[src/include/meter_map.svh]
`ifndef METER_MAP_SVH
`define METER_MAP_SVH

// ----------------------------------------
// Register offsets
// ----------------------------------------
`define ADDR_STATUS_FIRST 8'h01
`define ADDR_STATUS_SECOND 8'h02
`define ADDR_EN_FIRST 8'h03
`define ADDR_EN_SECOND 8'h04
`define ADDR_ZX_SETUP 8'h07

// ----------------------------------------
// Reset values and writable masks
// ----------------------------------------
`define RST_STATUS_SECOND 16'h0000
`define RST_EN_FIRST 16'h0000
`define RST_EN_SECOND 16'h0000
`define RST_ZX_SETUP 16'h0001
`define MASK_STATUS_SECOND 16'hCCFF
`define MASK_EN_FIRST 16'h04CC
`define MASK_EN_SECOND 16'hCCFF
`define MASK_ZX_SETUP 16'hFFFF

// ----------------------------------------
// Field positions
// ----------------------------------------
`define BIT_NEUTRAL_SECOND 15
`define BIT_NEUTRAL_COMPUTED 14
`define BIT_VOLTAGE_DIST 11
`define BIT_CURRENT_DIST 10
`define DIR_MSB 7
`define BIT_ZX_OFF 0
`define ZX_SRC_LSB0 7
`define ZX_MODE_LSB0 1
`define ZX_SRC_STEP 3
`define ZX_MODE_STEP 2

`endif

[src/include/meter_pkg.sv]
package meter_pkg;

  typedef enum logic [2:0] {
    SRC_VOLT_A = 3'h0,
    SRC_VOLT_B = 3'h1,
    SRC_VOLT_C = 3'h2,
    SRC_LOW_A = 3'h3,
    SRC_CURR_A = 3'h4,
    SRC_CURR_B = 3'h5,
    SRC_CURR_C = 3'h6,
    SRC_LOW_B = 3'h7
  } zx_source_t;

  typedef enum logic [1:0] {
    MODE_RISING = 2'h0,
    MODE_FALLING = 2'h1,
    MODE_BOTH = 2'h2,
    MODE_NONE = 2'h3
  } zx_mode_t;

  typedef struct packed {
    logic [15:0] status_second;
    logic [15:0] en_first;
    logic [15:0] en_second;
    logic [15:0] zx_setup;
    logic [7:0] dir_prev;
    logic dir_res_prev;
    logic dir_primed;
    logic [15:0] rdata;
    logic irq_first;
    logic irq_second;
  } ctl_state_t;

  typedef struct packed {
    logic [5:0] sign_prev;
    logic primed;
    logic out;
  } zx_state_t;

endpackage

[src/logic/meter_status_irq.sv]
`timescale 1ns/1ps
`include "meter_map.svh"

module meter_status_irq
  import meter_pkg::*;
(
  input wire logic core_clk,
  input wire logic nrst,
  input wire logic [7:0] reg_addr,
  input wire logic [15:0] reg_wdata,
  input wire logic reg_wr,
  input wire logic reg_rd,
  output logic [15:0] reg_rdata,
  input wire logic [15:0] status_first_flags,
  input wire logic [15:0] neutral_rms,
  input wire logic [15:0] neutral_warning_threshold,
  input wire logic neutral_second_over,
  input wire logic [2:0][15:0] voltage_thd,
  input wire logic [2:0][15:0] current_thd,
  input wire logic [15:0] voltage_distortion_threshold,
  input wire logic [15:0] current_distortion_threshold,
  input wire logic energy_update,
  input wire logic energy_fine_resolution,
  input wire logic [7:0] energy_sign_fine,
  input wire logic [7:0] energy_sign_coarse,
  input wire logic [5:0] wave_sign,
  output logic interrupt_pin_first,
  output logic interrupt_pin_second,
  output logic [2:0] zx_out
);

  ctl_state_t st_reg;
  ctl_state_t st_next;

  logic [2:0] volt_over;
  logic [2:0] curr_over;
  logic neutral_computed_over;
  logic voltage_distortion_over;
  logic current_distortion_over;
  logic [7:0] dir_sel;
  logic dir_same_res;
  logic [7:0] dir_change;
  logic [15:0] status_set;
  logic [15:0] status_clr;
  logic rd_status;
  logic [15:0] rd_mux;
  logic [15:0] status_upd;
  logic [15:0] en_second_upd;
  logic [15:0] gated_second;
  logic gate_neutral;
  logic gate_dist;
  logic gate_dir;

  // ----------------------------------------
  // Threshold comparisons
  // ----------------------------------------
  // Unsigned compare; a threshold of FFFF can never trip
  assign neutral_computed_over = neutral_rms > neutral_warning_threshold;

  genvar ph;
  generate
    for (ph = 0; ph < 3; ph++) begin : g_phase
      assign volt_over[ph] = voltage_thd[ph] > voltage_distortion_threshold;
      assign curr_over[ph] = current_thd[ph] > current_distortion_threshold;
    end
  endgenerate

  assign voltage_distortion_over = |volt_over;
  assign current_distortion_over = |curr_over;

  // ----------------------------------------
  // Energy direction tracking
  // ----------------------------------------
  // Signs come from the accumulators, never from pulse outputs
  assign dir_sel = energy_fine_resolution ? energy_sign_fine : energy_sign_coarse;
  // A resolution switch only re-baselines, it does not flag
  assign dir_same_res = st_reg.dir_res_prev == energy_fine_resolution;

  genvar ch;
  generate
    for (ch = 0; ch <= `DIR_MSB; ch++) begin : g_dir
      assign dir_change[ch] = energy_update && st_reg.dir_primed && dir_same_res
        && (dir_sel[ch] != st_reg.dir_prev[ch]);
    end
  endgenerate

  // ----------------------------------------
  // Status set and read-clear terms
  // ----------------------------------------
  always_comb begin
    status_set = 16'h0000;
    status_set[`BIT_NEUTRAL_SECOND] = neutral_second_over;
    status_set[`BIT_NEUTRAL_COMPUTED] = neutral_computed_over;
    status_set[`BIT_VOLTAGE_DIST] = voltage_distortion_over;
    status_set[`BIT_CURRENT_DIST] = current_distortion_over;
    status_set[`DIR_MSB:0] = dir_change;
  end

  assign rd_status = reg_rd && (reg_addr == `ADDR_STATUS_SECOND);
  assign status_clr = rd_status ? st_reg.status_second : 16'h0000;

  // ----------------------------------------
  // Interrupt gating
  // ----------------------------------------
  // Set wins over a clear in the same cycle so no event is lost
  assign status_upd = ((st_reg.status_second & ~status_clr) | status_set) & `MASK_STATUS_SECOND;
  assign en_second_upd = (reg_wr && (reg_addr == `ADDR_EN_SECOND))
    ? (reg_wdata & `MASK_EN_SECOND) : st_reg.en_second;
  // Pin follows the values being registered, so it never lags its flags
  assign gated_second = status_upd & en_second_upd;
  assign gate_neutral = |gated_second[`BIT_NEUTRAL_SECOND:`BIT_NEUTRAL_COMPUTED];
  assign gate_dist = |gated_second[`BIT_VOLTAGE_DIST:`BIT_CURRENT_DIST];
  assign gate_dir = |gated_second[`DIR_MSB:0];

  // ----------------------------------------
  // Read data select
  // ----------------------------------------
  always_comb begin
    case (reg_addr)
      `ADDR_STATUS_SECOND: rd_mux = st_reg.status_second;
      `ADDR_EN_FIRST: rd_mux = st_reg.en_first;
      `ADDR_EN_SECOND: rd_mux = st_reg.en_second;
      `ADDR_ZX_SETUP: rd_mux = st_reg.zx_setup;
      default: rd_mux = 16'h0000;
    endcase
  end

  // ----------------------------------------
  // Next state
  // ----------------------------------------
  always_comb begin
    st_next = st_reg;
    st_next.status_second = status_upd;
    st_next.en_second = en_second_upd;
    if (reg_wr) begin
      case (reg_addr)
        `ADDR_EN_FIRST: st_next.en_first = reg_wdata & `MASK_EN_FIRST;
        `ADDR_ZX_SETUP: st_next.zx_setup = reg_wdata & `MASK_ZX_SETUP;
        default: st_next.zx_setup = st_reg.zx_setup;
      endcase
    end
    if (reg_rd) begin
      st_next.rdata = rd_mux;
    end
    if (energy_update) begin
      st_next.dir_prev = dir_sel;
      st_next.dir_res_prev = energy_fine_resolution;
      st_next.dir_primed = 1'b1;
    end
    st_next.irq_first = |(status_first_flags & st_next.en_first);
    st_next.irq_second = gate_neutral | gate_dist | gate_dir;
  end

  always_ff @(posedge core_clk or negedge nrst) begin
    if (!nrst) begin
      st_reg.status_second <= `RST_STATUS_SECOND;
      st_reg.en_first <= `RST_EN_FIRST;
      st_reg.en_second <= `RST_EN_SECOND;
      st_reg.zx_setup <= `RST_ZX_SETUP;
      st_reg.dir_prev <= 8'h00;
      st_reg.dir_res_prev <= 1'b0;
      st_reg.dir_primed <= 1'b0;
      st_reg.rdata <= 16'h0000;
      st_reg.irq_first <= 1'b0;
      st_reg.irq_second <= 1'b0;
    end else begin
      st_reg <= st_next;
    end
  end

  assign reg_rdata = st_reg.rdata;
  assign interrupt_pin_first = st_reg.irq_first;
  assign interrupt_pin_second = st_reg.irq_second;

  // ----------------------------------------
  // Zero-crossing outputs
  // ----------------------------------------
  genvar zx;
  generate
    for (zx = 0; zx < 3; zx++) begin : g_zx
      zero_cross_out u_zx (
        .core_clk(core_clk),
        .nrst(nrst),
        .wave_sign(wave_sign),
        .source(st_reg.zx_setup[`ZX_SRC_LSB0 + `ZX_SRC_STEP * zx +: 3]),
        .mode(st_reg.zx_setup[`ZX_MODE_LSB0 + `ZX_MODE_STEP * zx +: 2]),
        .outputs_off(st_reg.zx_setup[`BIT_ZX_OFF]),
        .zx_out(zx_out[zx])
      );
    end
  endgenerate
endmodule

[src/logic/zero_cross_out.sv]
`timescale 1ns/1ps
`include "meter_map.svh"

module zero_cross_out
  import meter_pkg::*;
(
  input wire logic core_clk,
  input wire logic nrst,
  input wire logic [5:0] wave_sign,
  input wire logic [2:0] source,
  input wire logic [1:0] mode,
  input wire logic outputs_off,
  output logic zx_out
);

  zx_state_t st_reg;
  zx_state_t st_next;
  logic cur;
  logic prev;
  logic rise;
  logic fall;
  logic hit;

  // ----------------------------------------
  // Source select and edge detect
  // ----------------------------------------
  always_comb begin
    st_next = st_reg;
    cur = 1'b0;
    prev = 1'b0;
    case (zx_source_t'(source))
      SRC_VOLT_A: begin cur = wave_sign[0]; prev = st_reg.sign_prev[0]; end
      SRC_VOLT_B: begin cur = wave_sign[1]; prev = st_reg.sign_prev[1]; end
      SRC_VOLT_C: begin cur = wave_sign[2]; prev = st_reg.sign_prev[2]; end
      SRC_CURR_A: begin cur = wave_sign[3]; prev = st_reg.sign_prev[3]; end
      SRC_CURR_B: begin cur = wave_sign[4]; prev = st_reg.sign_prev[4]; end
      SRC_CURR_C: begin cur = wave_sign[5]; prev = st_reg.sign_prev[5]; end
      default: begin cur = 1'b0; prev = 1'b0; end
    endcase
    rise = cur & ~prev;
    fall = ~cur & prev;
    case (zx_mode_t'(mode))
      MODE_RISING: hit = rise;
      MODE_FALLING: hit = fall;
      MODE_BOTH: hit = rise | fall;
      default: hit = 1'b0;
    endcase
    st_next.sign_prev = wave_sign;
    st_next.primed = 1'b1;
    // First sample after reset has no history to compare
    st_next.out = hit && st_reg.primed && !outputs_off;
  end

  always_ff @(posedge core_clk or negedge nrst) begin
    if (!nrst) begin
      st_reg <= '0;
    end else begin
      st_reg <= st_next;
    end
  end

  assign zx_out = st_reg.out;
endmodule
[config.mk]
export PLATFORM = sky130hd
export DESIGN_NAME = meter_status_irq
export DESIGN_NICKNAME = d
export VERILOG_FILES = /design/src/include/meter_pkg.sv /design/src/logic/meter_status_irq.sv /design/src/logic/zero_cross_out.sv
export VERILOG_INCLUDE_DIRS = /design/src /design/src/include
export SDC_FILE = /design/constraint.sdc
export NUM_CORES = 1
export LEC_CHECK = 0
export ABC_CLOCK_PERIOD_IN_PS = 5050
export BUFFER_PORTS_ARGS = -buffer_cell sky130_fd_sc_hd__buf_2
export CAP_MARGIN = 20
export CELL_PAD_IN_SITES_DETAIL_PLACEMENT = 0
export CELL_PAD_IN_SITES_GLOBAL_PLACEMENT = 1
export CORE_MARGIN = 5
export CORE_UTILIZATION = 35
export CTS_CLUSTER_DIAMETER = 150
export CTS_CLUSTER_SIZE = 10
export DETAILED_ROUTE_END_ITERATION = 8
export HOLD_SLACK_MARGIN = 0.05
export PLACE_DENSITY_LB_ADDON = 0.3
export SLEW_MARGIN = 20
export SYNTH_ARGS = -nofsm -noshare
export SYNTH_HDL_FRONTEND = slang
export SYNTH_SLANG_ARGS = --single-unit
[constraint.sdc]
create_clock -name core_clk -period 5.05 [get_ports core_clk]
set_clock_uncertainty 0.15 [all_clocks]
set_input_delay 0.505 -clock core_clk [delete_from_list [all_inputs] [get_ports core_clk]]
set_output_delay 0.505 -clock core_clk [all_outputs]
set_load 0.03 [all_outputs]
==> results of run 1 <==
-- final cells by class --
class                   count  area, sq um
clock buffers              10          229
flip-flops and latches     94         2350
well taps                 270          338
multi-input cells         519         4300
inverters                  78          293
repair buffers            252         1270
fillers                  1998        11400
clock inverters             6         68.8
-- critical path: stages --
cell and delay, ns:
buf_2 0.11, nor4_4 0.33, and2b_1 0.22, nand2_1 0.10
nor2_2 0.62, nand2_2 0.47, mux2_1 0.46
-- power groups by stage --
stage	Clock, uW	Combinational, uW	Sequential, uW
5_1_grt	727	492	815
3_3_place_gp	0	430	825
4_1_cts	692	437	811
6_report	675	430	811
3_5_place_dp	0	433	825
2_1_floorplan	0	244	821
-- layout by cell type (no fill, tap or decap), types with 19 or more instances in the layout --
master   synthesis  layout
ha_1           118     118
mux2i_1         19      19
buf_2            4     248
nand2_1         27      27
mux2_1          19      19
nor2_1          29      29
nand4_1         21      21
dfrtp_1         93      93
inv_1           78      78
a21oi_1         57      57
-- cell families after synthesis --
logic type	after synthesis
buffers and inverters	117
AOI/OAI and AO/OA	179
other	1
muxes	57
DFF	94
adders and majority gates	118
and+or+nand+nor	155
xor gates and xnor gates	9
-- per-stage QoR --
step	setup slack [ns]	power [uW]
final	2.29	1920
after global routing	2.17	2030
after CTS	2.30	1940
after detailed placement	1.96	1260
after global placement	2.05	1250
after floorplan	2.60	1060
-- repair_timing --
| action | in CTS | in global routing |
|---|---|---|
| hold buffers | 1 | 0 |
| hold endpoints to repair | 43 | 0 |
| gates resized for setup | 0 | 0 |
-- per-layer routing --
metal	track usage (%)	share of wire [%]	vias up	routed length, um
li1	-	-	3122	-
met1	22.4	44	2849	9150
met2	28.4	49	177	10000
met3	3.56	5.6	19	1160
met4	3.61	1.1	4	221
met5	0	0.10	-	21
-- final timing paths --
path	depth (start not counted)	startpoint	end	slack [ns]
max reg2reg	7	st_reg[39]$_DFFE_PN0P_	g_zx[1].u_zx.zx_out$_DFF_PN0_	2.91
min	1	wave_sign[3]	g_zx[2].u_zx.st_reg[5]$_DFF_PN0_	0.16
max	7	reg_addr[3]	st_reg[38]$_DFFE_PN0P_	2.29
min in group asynchronous	2	nrst	reg_rdata[1]$_DFFE_PN0P_	0.56
max in group asynchronous	3	nrst	st_reg[38]$_DFFE_PN0P_	3.14
min reg2reg	1	st_reg[18]$_DFFE_PN0P_	st_reg[18]$_DFFE_PN0P_	0.31
==> insert_results.sql, run 1 <==
INSERT INTO impl_metrics (metric_group, metric, value, unit) VALUES
('run_status', 'status', 'finished clean', ''),
('logic_synthesis', 'synthesis.area_per_instance', '9.83', 'sq um'),
('logic_synthesis', 'synth_edf_count', '0', ''),
('logic_synthesis', 'synth_top_cells_by_area', 'dfrtp_1, ha_1, inv_1', ''),
('logic_synthesis', 'syn-instance-count', '730', ''),
('power_and_ir_drop', 'leak', '0.00461', 'uW'),
('logic_synthesis', 'post_synth_mux_area_share', '9.18', '%'),
('floorplanning', 'design.die.area', '23500', 'sq um'),
('worst_setup_path', 'critical_path.max_fanout', '17', ''),
('min_path', 'min_path_type', 'primary input to flip-flop', ''),
('routing', 'viasPerCell', '5.02', ''),
('routing', 'drtAntennaViolNets', '0', ''),
('routing', 'routedWlPerCell', '16.7', 'um'),
('logic_synthesis', 'synthesis.nets', '1077', ''),
('floorplanning', 'std_cell_rows', '52', ''),
('clocking', 'cts_root_cell', 'clkbuf_16', ''),
('logic_synthesis', 'synthXorXnorAreaFrac', '1.10', '%'),
('clocking', 'cts-buffers-inserted', '9', ''),
('timing', 'finalSetupTns', '0', 'ns'),
('routing', 'drt-initial-drc-count', '260', ''),
('place', 'io_buffer_count', '249', ''),
('final_layout', 'largest_reg_flops', '66', ''),
('logic_synthesis', 'synthDistinctLibCells', '64', ''),
('timing', 'setup_violations', '0', ''),
('logic_synthesis', 'synthesis.yosys.warnings', '0', ''),
('logic_synthesis', 'synth_compound_gate_area_share', '17.0', '%'),
('timing', 'timing_hold_violations_final', '0', ''),
('timing', 'max_clock_freq', '362', 'MHz'),
('final_layout', 'post-route-cell-area', '8860', 'sq um'),
('worst_setup_path', 'crit_required', '5.11', 'ns'),
('power_and_ir_drop', 'share_clk_of_total_power', '35.2', '%'),
('global_route', 'number_of_global_route_vias_before_repair', '6339', ''),
('logic_synthesis', 'post_synth_fa_ha_maj_area_fraction', '20.6', '%'),
('floorplanning', 'initial_core_util', '35.5', '%'),
('global_route', 'grt_max_degree', '52', ''),
('floorplanning', 'core_area', '20200', 'sq um'),
('power_and_ir_drop', 'p_seq_share', '42.3', '%'),
('global_route', 'global_route.overflow_total', '0', ''),
('place', 'place_congestion', '0.850', ''),
('clocking', 'clk_latency', '0.33', 'ns'),
('clocking', 'h-tree-depth', '3', ''),
('logic_synthesis', 'synth_largest_type_area_fraction', '32.4', '%'),
('flow_run', 'maxCapViolCount', '0', ''),
('timing', 'worst_slew_pin_slew', '0.859', 'ns'),
('timing', 'layout_worst_path_cycle_share', '54.7', '%'),
('logic_synthesis', 'basic_gate_share_of_the_synthesized_area_counting_and_or_nand_and_nor_cells', '12.0', '%'),
('power_and_ir_drop', 'swShare', '28.2', '%'),
('clocking', 'post_cts_buffers', '0', ''),
('global_route', 'antenna_violations_before_repair', '2', ''),
('routing', 'dr_total_vias', '6171', ''),
('final_layout', 'nets', '1301', ''),
('place', 'placedCellCount', '1212', ''),
('routing', 'totalWireLength', '20600', 'um'),
('global_route', 'grt_first_pass_wirelength', '32200', 'um'),
('logic_synthesis', 'yosys-top-cells-count', 'ha_1, dfrtp_1, inv_1', ''),
('final_layout', 'stdcell_count', '1229', ''),
('worst_setup_path', 'end_kind', 'flip-flop', ''),
('clocking', 'cts-root-to-sink-buffers', '2', ''),
('timing', 'final_number_of_max_transition_violations', '0', ''),
('logic_synthesis', 'synth_top_cell_by_area', 'dfrtp_1', ''),
('logic_synthesis', 'synth_sequential_area_ratio', '32.8', '%'),
('final_layout', 'post-route-util', '43.8', '%'),
('worst_setup_path', 'startpoint_type_of_the_worst_setup_path', 'primary input', ''),
('logic_synthesis', 'postSynth.asyncResetShare', '100', '%'),
('worst_setup_path', 'worstSetupPathType', 'primary input to flip-flop', ''),
('clocking', 'tritoncts', 'built', ''),
('timing', 'min_cycle_time_layout', '2.76', 'ns'),
('worst_setup_path', 'critical_path_arrival', '2.82', 'ns'),
('power_and_ir_drop', 'combPwrFrac', '22.4', '%'),
('logic_synthesis', 'postSynth.topFlopCell', 'dfrtp_1', ''),
('power_and_ir_drop', 'ir_worst_vdd', '0.138', 'mV');
Note: power is estimated with default switching activity, not from simulation.
==> inputs of run 2 (changes only) <==
--- a/config.mk
+++ b/config.mk
@@ -6,7 +6,7 @@
 export SDC_FILE = /design/constraint.sdc
 export NUM_CORES = 1
 export LEC_CHECK = 0
-export ABC_CLOCK_PERIOD_IN_PS = 5050
+export ABC_CLOCK_PERIOD_IN_PS = 2350
 export BUFFER_PORTS_ARGS = -buffer_cell sky130_fd_sc_hd__buf_2
 export CAP_MARGIN = 20
 export CELL_PAD_IN_SITES_DETAIL_PLACEMENT = 0
==> constraint.sdc (replaced) <==
create_clock -name core_clk -period 2.35 [get_ports core_clk]
set_clock_uncertainty 0.15 [all_clocks]
set_input_delay 0.235 -clock core_clk [delete_from_list [all_inputs] [get_ports core_clk]]
set_output_delay 0.235 -clock core_clk [all_outputs]
set_load 0.03 [all_outputs]
==> run 2 against run 1 <==
Net effect:
- sequential share of layout area decreased by 2.1 points
- worst hold slack got worse by 0.069 ns
- final area increased by 8.4%
- flip-flop and latch count unchanged
- critical path depth increased by 1
- global-route usage increased by 0.77 points
- via count increased by 5.2%
- sequential power increased by 110%
- core utilization increased by 3.7 points
- combinational power increased by 140%
- first-iteration DRC count increased by 4.2%
- critical endpoint is now interrupt_pin_second$_DFF_PN0_
- largest power group unchanged
==> insert_results.sql, run 2 (synthesis gave the netlist of run 1 again) <==
INSERT INTO impl_metrics (metric_group, metric, value, unit) VALUES
('global_route', 'antenna_violations_before_repair', '2', ''),
('timing', 'setup_repair_after_global_routing_missed_its_margin', 'no', ''),
('clocking', 'cts_root_cell', 'clkbuf_16', ''),
('floorplanning', 'std_cell_rows', '52', ''),
('worst_setup_path', 'end_kind', 'flip-flop', ''),
('timing', 'timing.hold.ws', '0.0948', 'ns'),
('clocking', 'cts-root-to-sink-buffers', '2', ''),
('global_route', 'grt_util_met2', '30.7', '%'),
('final_layout', 'post-route-cell-area', '9600', 'sq um'),
('timing', 'setup_violations', '0', ''),
('global_route', 'global_route.overflow_total', '0', ''),
('min_path', 'min_delay_path_depth', '3', ''),
('worst_setup_path', 'critical_path.max_fanout', '3', ''),
('routing', 'drt-initial-drc-count', '271', ''),
('final_layout', 'post-route-util', '47.5', '%'),
('power_and_ir_drop', 'power_density', '446', 'nW/um^2'),
('final_layout', 'mostFrequentLayoutCell', 'buf_2', ''),
('power_and_ir_drop', 'ir_worst_vdd', '0.363', 'mV'),
('routing', 'routedWlPerCell', '16.0', 'um'),
('clocking', 'tritoncts', 'built', ''),
('place', 'placedCellCount', '1272', ''),
('power_and_ir_drop', 'leak', '0.00503', 'uW'),
('global_route', 'globalRouteMet1Util', '22.8', '%'),
('place', 'placed_cell_area', '9010', 'sq um'),
('timing', 'worst_slew_pin_slew', '0.559', 'ns'),
('clocking', 'clk_latency', '0.34', 'ns'),
('final_layout', 'most-common-layout-cells', 'buf_2, ha_1, dfrtp_1', ''),
('floorplanning', 'initial_core_util', '35.5', '%'),
('floorplanning', 'ioPinCount', '250', ''),
('final_layout', 'fill_cells', '1940', ''),
('place', 'dp.final_hpwl', '17600', 'um'),
('worst_setup_path', 'worstSetupPathType', 'primary input to flip-flop', ''),
('worst_setup_path', 'startpoint_type_of_the_worst_setup_path', 'primary input', ''),
('clocking', 'cts.clk_slew.worst_paths', '0.07', 'ns'),
('floorplanning', 'die_h', '153', 'um'),
('place', 'place_congestion', '0.810', ''),
('timing', 'min_cycle_time_layout', '2.17', 'ns'),
('global_route', 'grt_use_total', '17.6', '%'),
('timing', 'finalSetupTns', '0', 'ns'),
('global_route', 'grt-busiest-layer', 'met2', ''),
('floorplanning', 'design.die.area', '23500', 'sq um'),
('final_layout', 'post_route_cells_drive_above_1_share', '33.7', '%'),
('final_layout', 'nets', '1388', ''),
('place', 'io_buffer_count', '249', ''),
('worst_setup_path', 'crit_required', '2.41', 'ns'),
('timing', 'final_number_of_max_transition_violations', '0', ''),
('timing', 'timing_hold_violations_final', '0', ''),
('floorplanning', 'core_area', '20200', 'sq um'),
('worst_setup_path', 'critical_path_arrival', '2.22', 'ns'),
('timing', 'max_slew_margin', '62.7', '%'),
('routing', 'drt_drc_violations_left', '0', ''),
('clocking', 'cts-buffers-inserted', '9', ''),
('floorplanning', 'die_width', '153', 'um'),
('worst_setup_path', 'worstRegToRegCells', '11', ''),
('final_layout', 'stdcell_count', '1318', ''),
('global_route', 'grt_max_degree', '49', ''),
('clocking', 'h-tree-depth', '3', ''),
('routing', 'dr_total_vias', '6492', ''),
('global_route', 'grt_first_pass_wirelength', '34000', 'um'),
('final_layout', 'syn_to_final_growth', '33.8', '%'),
('clocking', 'cts_num_sinks', '94', ''),
('min_path', 'min_path_type', 'primary input to flip-flop', ''),
('final_layout', 'largest_reg_flops', '66', ''),
('run_status', 'status', 'finished clean', ''),
('routing', 'drtAntennaViolNets', '0', ''),
('global_route', 'grt_util_met3', '3.36', '%'),
('timing', 'layout_worst_path_cycle_share', '92.2', '%'),
('routing', 'detailedRoute.firstPassIterationCount', '5', ''),
('timing', 'max_clock_freq', '462', 'MHz'),
('global_route', 'number_of_global_route_vias_before_repair', '6882', ''),
('routing', 'totalWireLength', '21200', 'um'),
('routing', 'viasPerCell', '4.93', ''),
('flow_run', 'maxCapViolCount', '0', '');
==> run 2: changes by cell type in the layout (fill, tap and decap cells not counted), sizes merged <==
cell / previous run / this run
diode: 0 / 2
dlygate4sd3: 1 / 28
clkinvlp: 1 / 0
clkbuf: 10 / 14
buf: 251 / 311
clkinv: 2 / 1
inv: 80 / 78
==> run 2: cell type report <==
type / instances / area [sq um] / area share [%]
Clock inverter: 2 / 38.8 / 0.404
Timing Repair Buffer: 339 / 2010 / 20.9
Tap cell: 270 / 338 / 3.52
Sequential cell: 94 / 2350 / 24.5
Inverter: 78 / 293 / 3.05
Antenna cell: 2 / 5.00 / 0.0521
Clock buffer: 14 / 274 / 2.85
Multi-Input combinational cell: 519 / 4300 / 44.7
==> run 2: per-stage QoR <==
step           total power, uW  worst slack (ns)
2_1_floorplan             2290             0.170
3_3_place_gp              2760            -0.237
3_5_place_dp              2760            -0.264
4_1_cts                   4330             0.113
5_1_grt                   4520            0.0178
6_report                  4280             0.184
==> run 2: per-layer routing <==
metal / share of wire [%] / vias to the layer above
li1: - / 3307
met2: 49 / 172
met3: 5.1 / 21
met4: 1.4 / 0
met1: 44 / 2992
met5: 0 / -
==> run 2: power by group <==
part	total (uW)	switching (uW)	leakage (uW)	internal, uW
clock	1520	604	0.000153	915
combinational	1030	504	0.00368	522
sequential	1730	48.8	0.00119	1680
==> run 2: repair_timing <==
action,CTS,global route
resized for setup,0,0
endpoints found under the hold margin,67,0
hold buffers,28,0
setup buffers,0,0
==> run 2: worst paths after layout <==
kind                                             startpoint                              to  slack, ns
setup reg to reg                     st_reg[36]$_DFFE_PN0P_   g_zx[0].u_zx.zx_out$_DFF_PN0_       0.27
hold reg to reg                      st_reg[18]$_DFFE_PN0P_          st_reg[18]$_DFFE_PN0P_       0.31
setup / recovery           current_distortion_threshold[14]  interrupt_pin_second$_DFF_PN0_       0.18
min in group asynchronous                              nrst        reg_rdata[3]$_DFFE_PN0P_       0.24
hold / removal                        energy_sign_coarse[2]          st_reg[22]$_DFFE_PN0P_       0.09
max in group asynchronous                              nrst          st_reg[28]$_DFFE_PN1P_       1.13
==> run 2: worst max-delay path: stages <==
cell      delay (ns)
buf_2           0.07
inv_1           0.04
ha_1            0.30
nand4_1         0.15
or4_1           0.62
o31a_1          0.32
o41ai_1         0.35
nand4b_1        0.14
==> inputs of run 3 (changes only) <==
--- a/config.mk
+++ b/config.mk
@@ -6,7 +6,7 @@
 export SDC_FILE = /design/constraint.sdc
 export NUM_CORES = 1
 export LEC_CHECK = 0
-export ABC_CLOCK_PERIOD_IN_PS = 2350
+export ABC_CLOCK_PERIOD_IN_PS = 2810
 export BUFFER_PORTS_ARGS = -buffer_cell sky130_fd_sc_hd__buf_2
 export CAP_MARGIN = 20
 export CELL_PAD_IN_SITES_DETAIL_PLACEMENT = 0
==> constraint.sdc (replaced) <==
create_clock -name core_clk -period 2.81 [get_ports core_clk]
set_clock_uncertainty 0.15 [all_clocks]
set_input_delay 0.281 -clock core_clk [delete_from_list [all_inputs] [get_ports core_clk]]
set_output_delay 0.281 -clock core_clk [all_outputs]
set_load 0.03 [all_outputs]
==> run 3 against run 2 <==
Net effect:
- core utilization fell by 2.1 points
- final area down 4.4%
- register-to-register slack improved by 0.45 ns
- flip-flop and latch count did not move
- power shrank 18%
- largest cell class unchanged
- largest power group unchanged
==> insert_results.sql, run 3 (synthesis gave the netlist of run 1 again) <==
INSERT INTO impl_metrics (metric_group, metric, value, unit) VALUES
('final_layout', 'post_route_cells_drive_above_1_share', '30.7', '%'),
('min_path', 'min_path_type', 'primary input to flip-flop', ''),
('global_route', 'grt_max_degree', '40', ''),
('timing', 'min_cycle_time_layout', '2.50', 'ns'),
('clocking', 'tritoncts', 'built', ''),
('worst_setup_path', 'worstReg2RegStart', 'st_reg[41]$_DFFE_PN0P_', ''),
('final_layout', 'most-common-layout-cells', 'buf_2, ha_1, dfrtp_1', ''),
('clocking', 'cts-buffers-inserted', '9', ''),
('final_layout', 'nets', '1334', ''),
('routing', 'drt-initial-drc-count', '274', ''),
('clocking', 'cts-root-to-sink-buffers', '2', ''),
('routing', 'totalWireLength', '20700', 'um'),
('clocking', 'cts_root_cell', 'clkbuf_16', ''),
('worst_setup_path', 'critical_path.cell_chain', 'buf_2 > nor4_4 > and2b_1 > and4b_1 > nand2_4 > mux2_4 > a22oi_1 > dlygate4sd3_1 > nand3_1', ''),
('timing', 'finalSetupTns', '0', 'ns'),
('place', 'io_buffer_count', '249', ''),
('routing', 'routedWlPerCell', '16.4', 'um'),
('timing', 'timing_hold_violations_final', '0', ''),
('power_and_ir_drop', 'internal_power', '2500', 'uW'),
('worst_setup_path', 'worst_path_largest_cell_delay', '0.58', 'ns'),
('floorplanning', 'design.die.area', '23500', 'sq um'),
('worst_setup_path', 'crit_path_top_delay_cell', 'dlygate4sd3_1', ''),
('global_route', 'grt_first_pass_wirelength', '32900', 'um'),
('timing', 'setup_repair_after_global_routing_missed_its_margin', 'no', ''),
('final_layout', 'fill_cells', '1968', ''),
('worst_setup_path', 'worstSetupPathType', 'primary input to flip-flop', ''),
('flow_run', 'maxCapViolCount', '0', ''),
('floorplanning', 'core_area', '20200', 'sq um'),
('routing', 'dr_total_vias', '6276', ''),
('power_and_ir_drop', 'p_seq_share', '41.5', '%'),
('global_route', 'number_of_global_route_vias_before_repair', '6588', ''),
('clocking', 'clk_latency', '0.34', 'ns'),
('worst_setup_path', 'setup.reg_to_reg.worst_slack', '0.72', 'ns'),
('power_and_ir_drop', 'leak', '0.00476', 'uW'),
('min_path', 'min_delay_path_depth', '2', ''),
('global_route', 'grt_use_total', '17.2', '%'),
('power_and_ir_drop', 'power_density', '381', 'nW/um^2'),
('final_layout', 'syn_to_final_growth', '27.9', '%'),
('timing', 'max_clock_freq', '401', 'MHz'),
('power_and_ir_drop', 'power.net_switching', '997', 'uW'),
('worst_setup_path', 'critical_path.max_fanout', '17', ''),
('place', 'dp.final_hpwl', '17400', 'um'),
('power_and_ir_drop', 'share_clk_of_total_power', '35.4', '%'),
('place', 'dp_worst_setup_slack', '0.119', 'ns'),
('floorplanning', 'std_cell_rows', '52', ''),
('timing', 'worst_slew_pin_slew', '0.688', 'ns'),
('min_path', 'min_from', 'reg_wdata[15]', ''),
('final_layout', 'sequential_cell_area', '2350', 'sq um'),
('final_layout', 'mostFrequentLayoutCell', 'buf_2', ''),
('routing', 'detailedRoute.firstPassIterationCount', '5', ''),
('final_layout', 'multiInputGateArea', '4300', 'sq um'),
('routing', 'drt_drc_violations_left', '0', ''),
('global_route', 'antenna_violations_before_repair', '2', ''),
('floorplanning', 'initial_core_util', '35.5', '%'),
('clocking', 'cts_num_sinks', '94', ''),
('clocking', 'h-tree-depth', '3', ''),
('worst_setup_path', 'startpoint_type_of_the_worst_setup_path', 'primary input', ''),
('final_layout', 'largest_reg_flops', '66', ''),
('place', 'place_congestion', '0.827', ''),
('timing', 'max_slew_margin', '52.9', '%'),
('global_route', 'global_route.overflow_total', '0', ''),
('clocking', 'cts.clk_slew.worst_paths', '0.07', 'ns'),
('routing', 'viasPerCell', '4.97', ''),
('power_and_ir_drop', 'combPwrFrac', '23.1', '%'),
('timing', 'final_number_of_max_transition_violations', '0', ''),
('worst_setup_path', 'critical_path.reg2reg.endpoint', 'g_zx[2].u_zx.zx_out$_DFF_PN0_', ''),
('floorplanning', 'ioPinCount', '250', ''),
('clocking', 'cts-resized-gates', '0', ''),
('worst_setup_path', 'worstRegToRegCells', '8', ''),
('timing', 'layout_worst_path_cycle_share', '88.8', '%'),
('min_path', 'hold_path_end', 'st_reg[43]$_DFFE_PN0P_', ''),
('worst_setup_path', 'critical_path_arrival', '2.56', 'ns'),
('power_and_ir_drop', 'ir_worst_vdd', '0.289', 'mV'),
('floorplanning', 'die_width', '153', 'um'),
('timing', 'timing.hold.ws', '0.0729', 'ns'),
('routing', 'drtAntennaViolNets', '0', ''),
('timing', 'setup_violations', '0', ''),
('worst_setup_path', 'end_kind', 'flip-flop', ''),
('timing', 'fin_ws', '0.315', 'ns'),
('power_and_ir_drop', 'swShare', '28.5', '%'),
('floorplanning', 'die_h', '153', 'um'),
('worst_setup_path', 'crit_required', '2.88', 'ns'),
('run_status', 'status', 'finished clean', '');
==> run 3: timing repair <==
action                    4_1_cts  5_1_grt
hold buffers                   24        0
hold endpoints to repair       57        0
setup buffers                   0        0
==> run 3: power by group through the flow <==
stage | Combinational, uW | Clock (uW) | Sequential (uW)
floorplan | 438 | 0 | 1470
global placement | 788 | 0 | 1480
detailed placement | 790 | 0 | 1480
CTS | 823 | 1270 | 1450
global route | 923 | 1320 | 1460
finish | 809 | 1240 | 1450
==> run 3: layer usage <==
layer	global-route usage [%]	part of all wire (%)	wire length [um]
met1	22.2	44	9140
met2	29.5	48	10000
met3	3.42	5.9	1220
met4	4.92	1.7	354
met5	0	0	0
==> run 3: stage by stage <==
step	utilization, %	cells	instance area [sq um]	power (uW)
5_1_grt	45.4	1264	9180	3710
3_3_place_gp	42.7	1222	8630	2270
2_1_floorplan	-	730	7180	1910
3_5_place_dp	42.7	1222	8630	2270
6_report	45.4	1264	9180	3500
4_1_cts	45.3	1262	9180	3550
==> run 3: final cells by class <==
class | instances | area share (%)
clock buffer | 9 | 2.45
multi-input combinational | 519 | 46.8
tap | 270 | 3.68
clock inverter | 7 | 0.859
timing repair buffer | 285 | 17.3
antenna | 2 | 0.0545
sequential | 94 | 25.6
inverter | 78 | 3.19
==> run 3: worst max path at each step <==
stage,slack [ns],start,to
after global routing,0.21,reg_addr[3],interrupt_pin_first$_DFF_PN0_
after CTS,0.34,reg_addr[3],interrupt_pin_first$_DFF_PN0_
after global placement,0.13,current_distortion_threshold[14],interrupt_pin_second$_DFF_PN0_
final,0.31,reg_addr[3],interrupt_pin_first$_DFF_PN0_
after detailed placement,0.12,current_distortion_threshold[14],interrupt_pin_second$_DFF_PN0_
after floorplan,0.58,current_distortion_threshold[14],st_reg[86]$_DFF_PN0_
==> run 3: critical path, delay by kind of cell <==
family                 cells  cell delay (ns)
AOI/OAI and AO/OA          1             0.18
buffers and inverters      2             0.69
and+or+nand+nor            5             1.06
muxes                      1             0.35
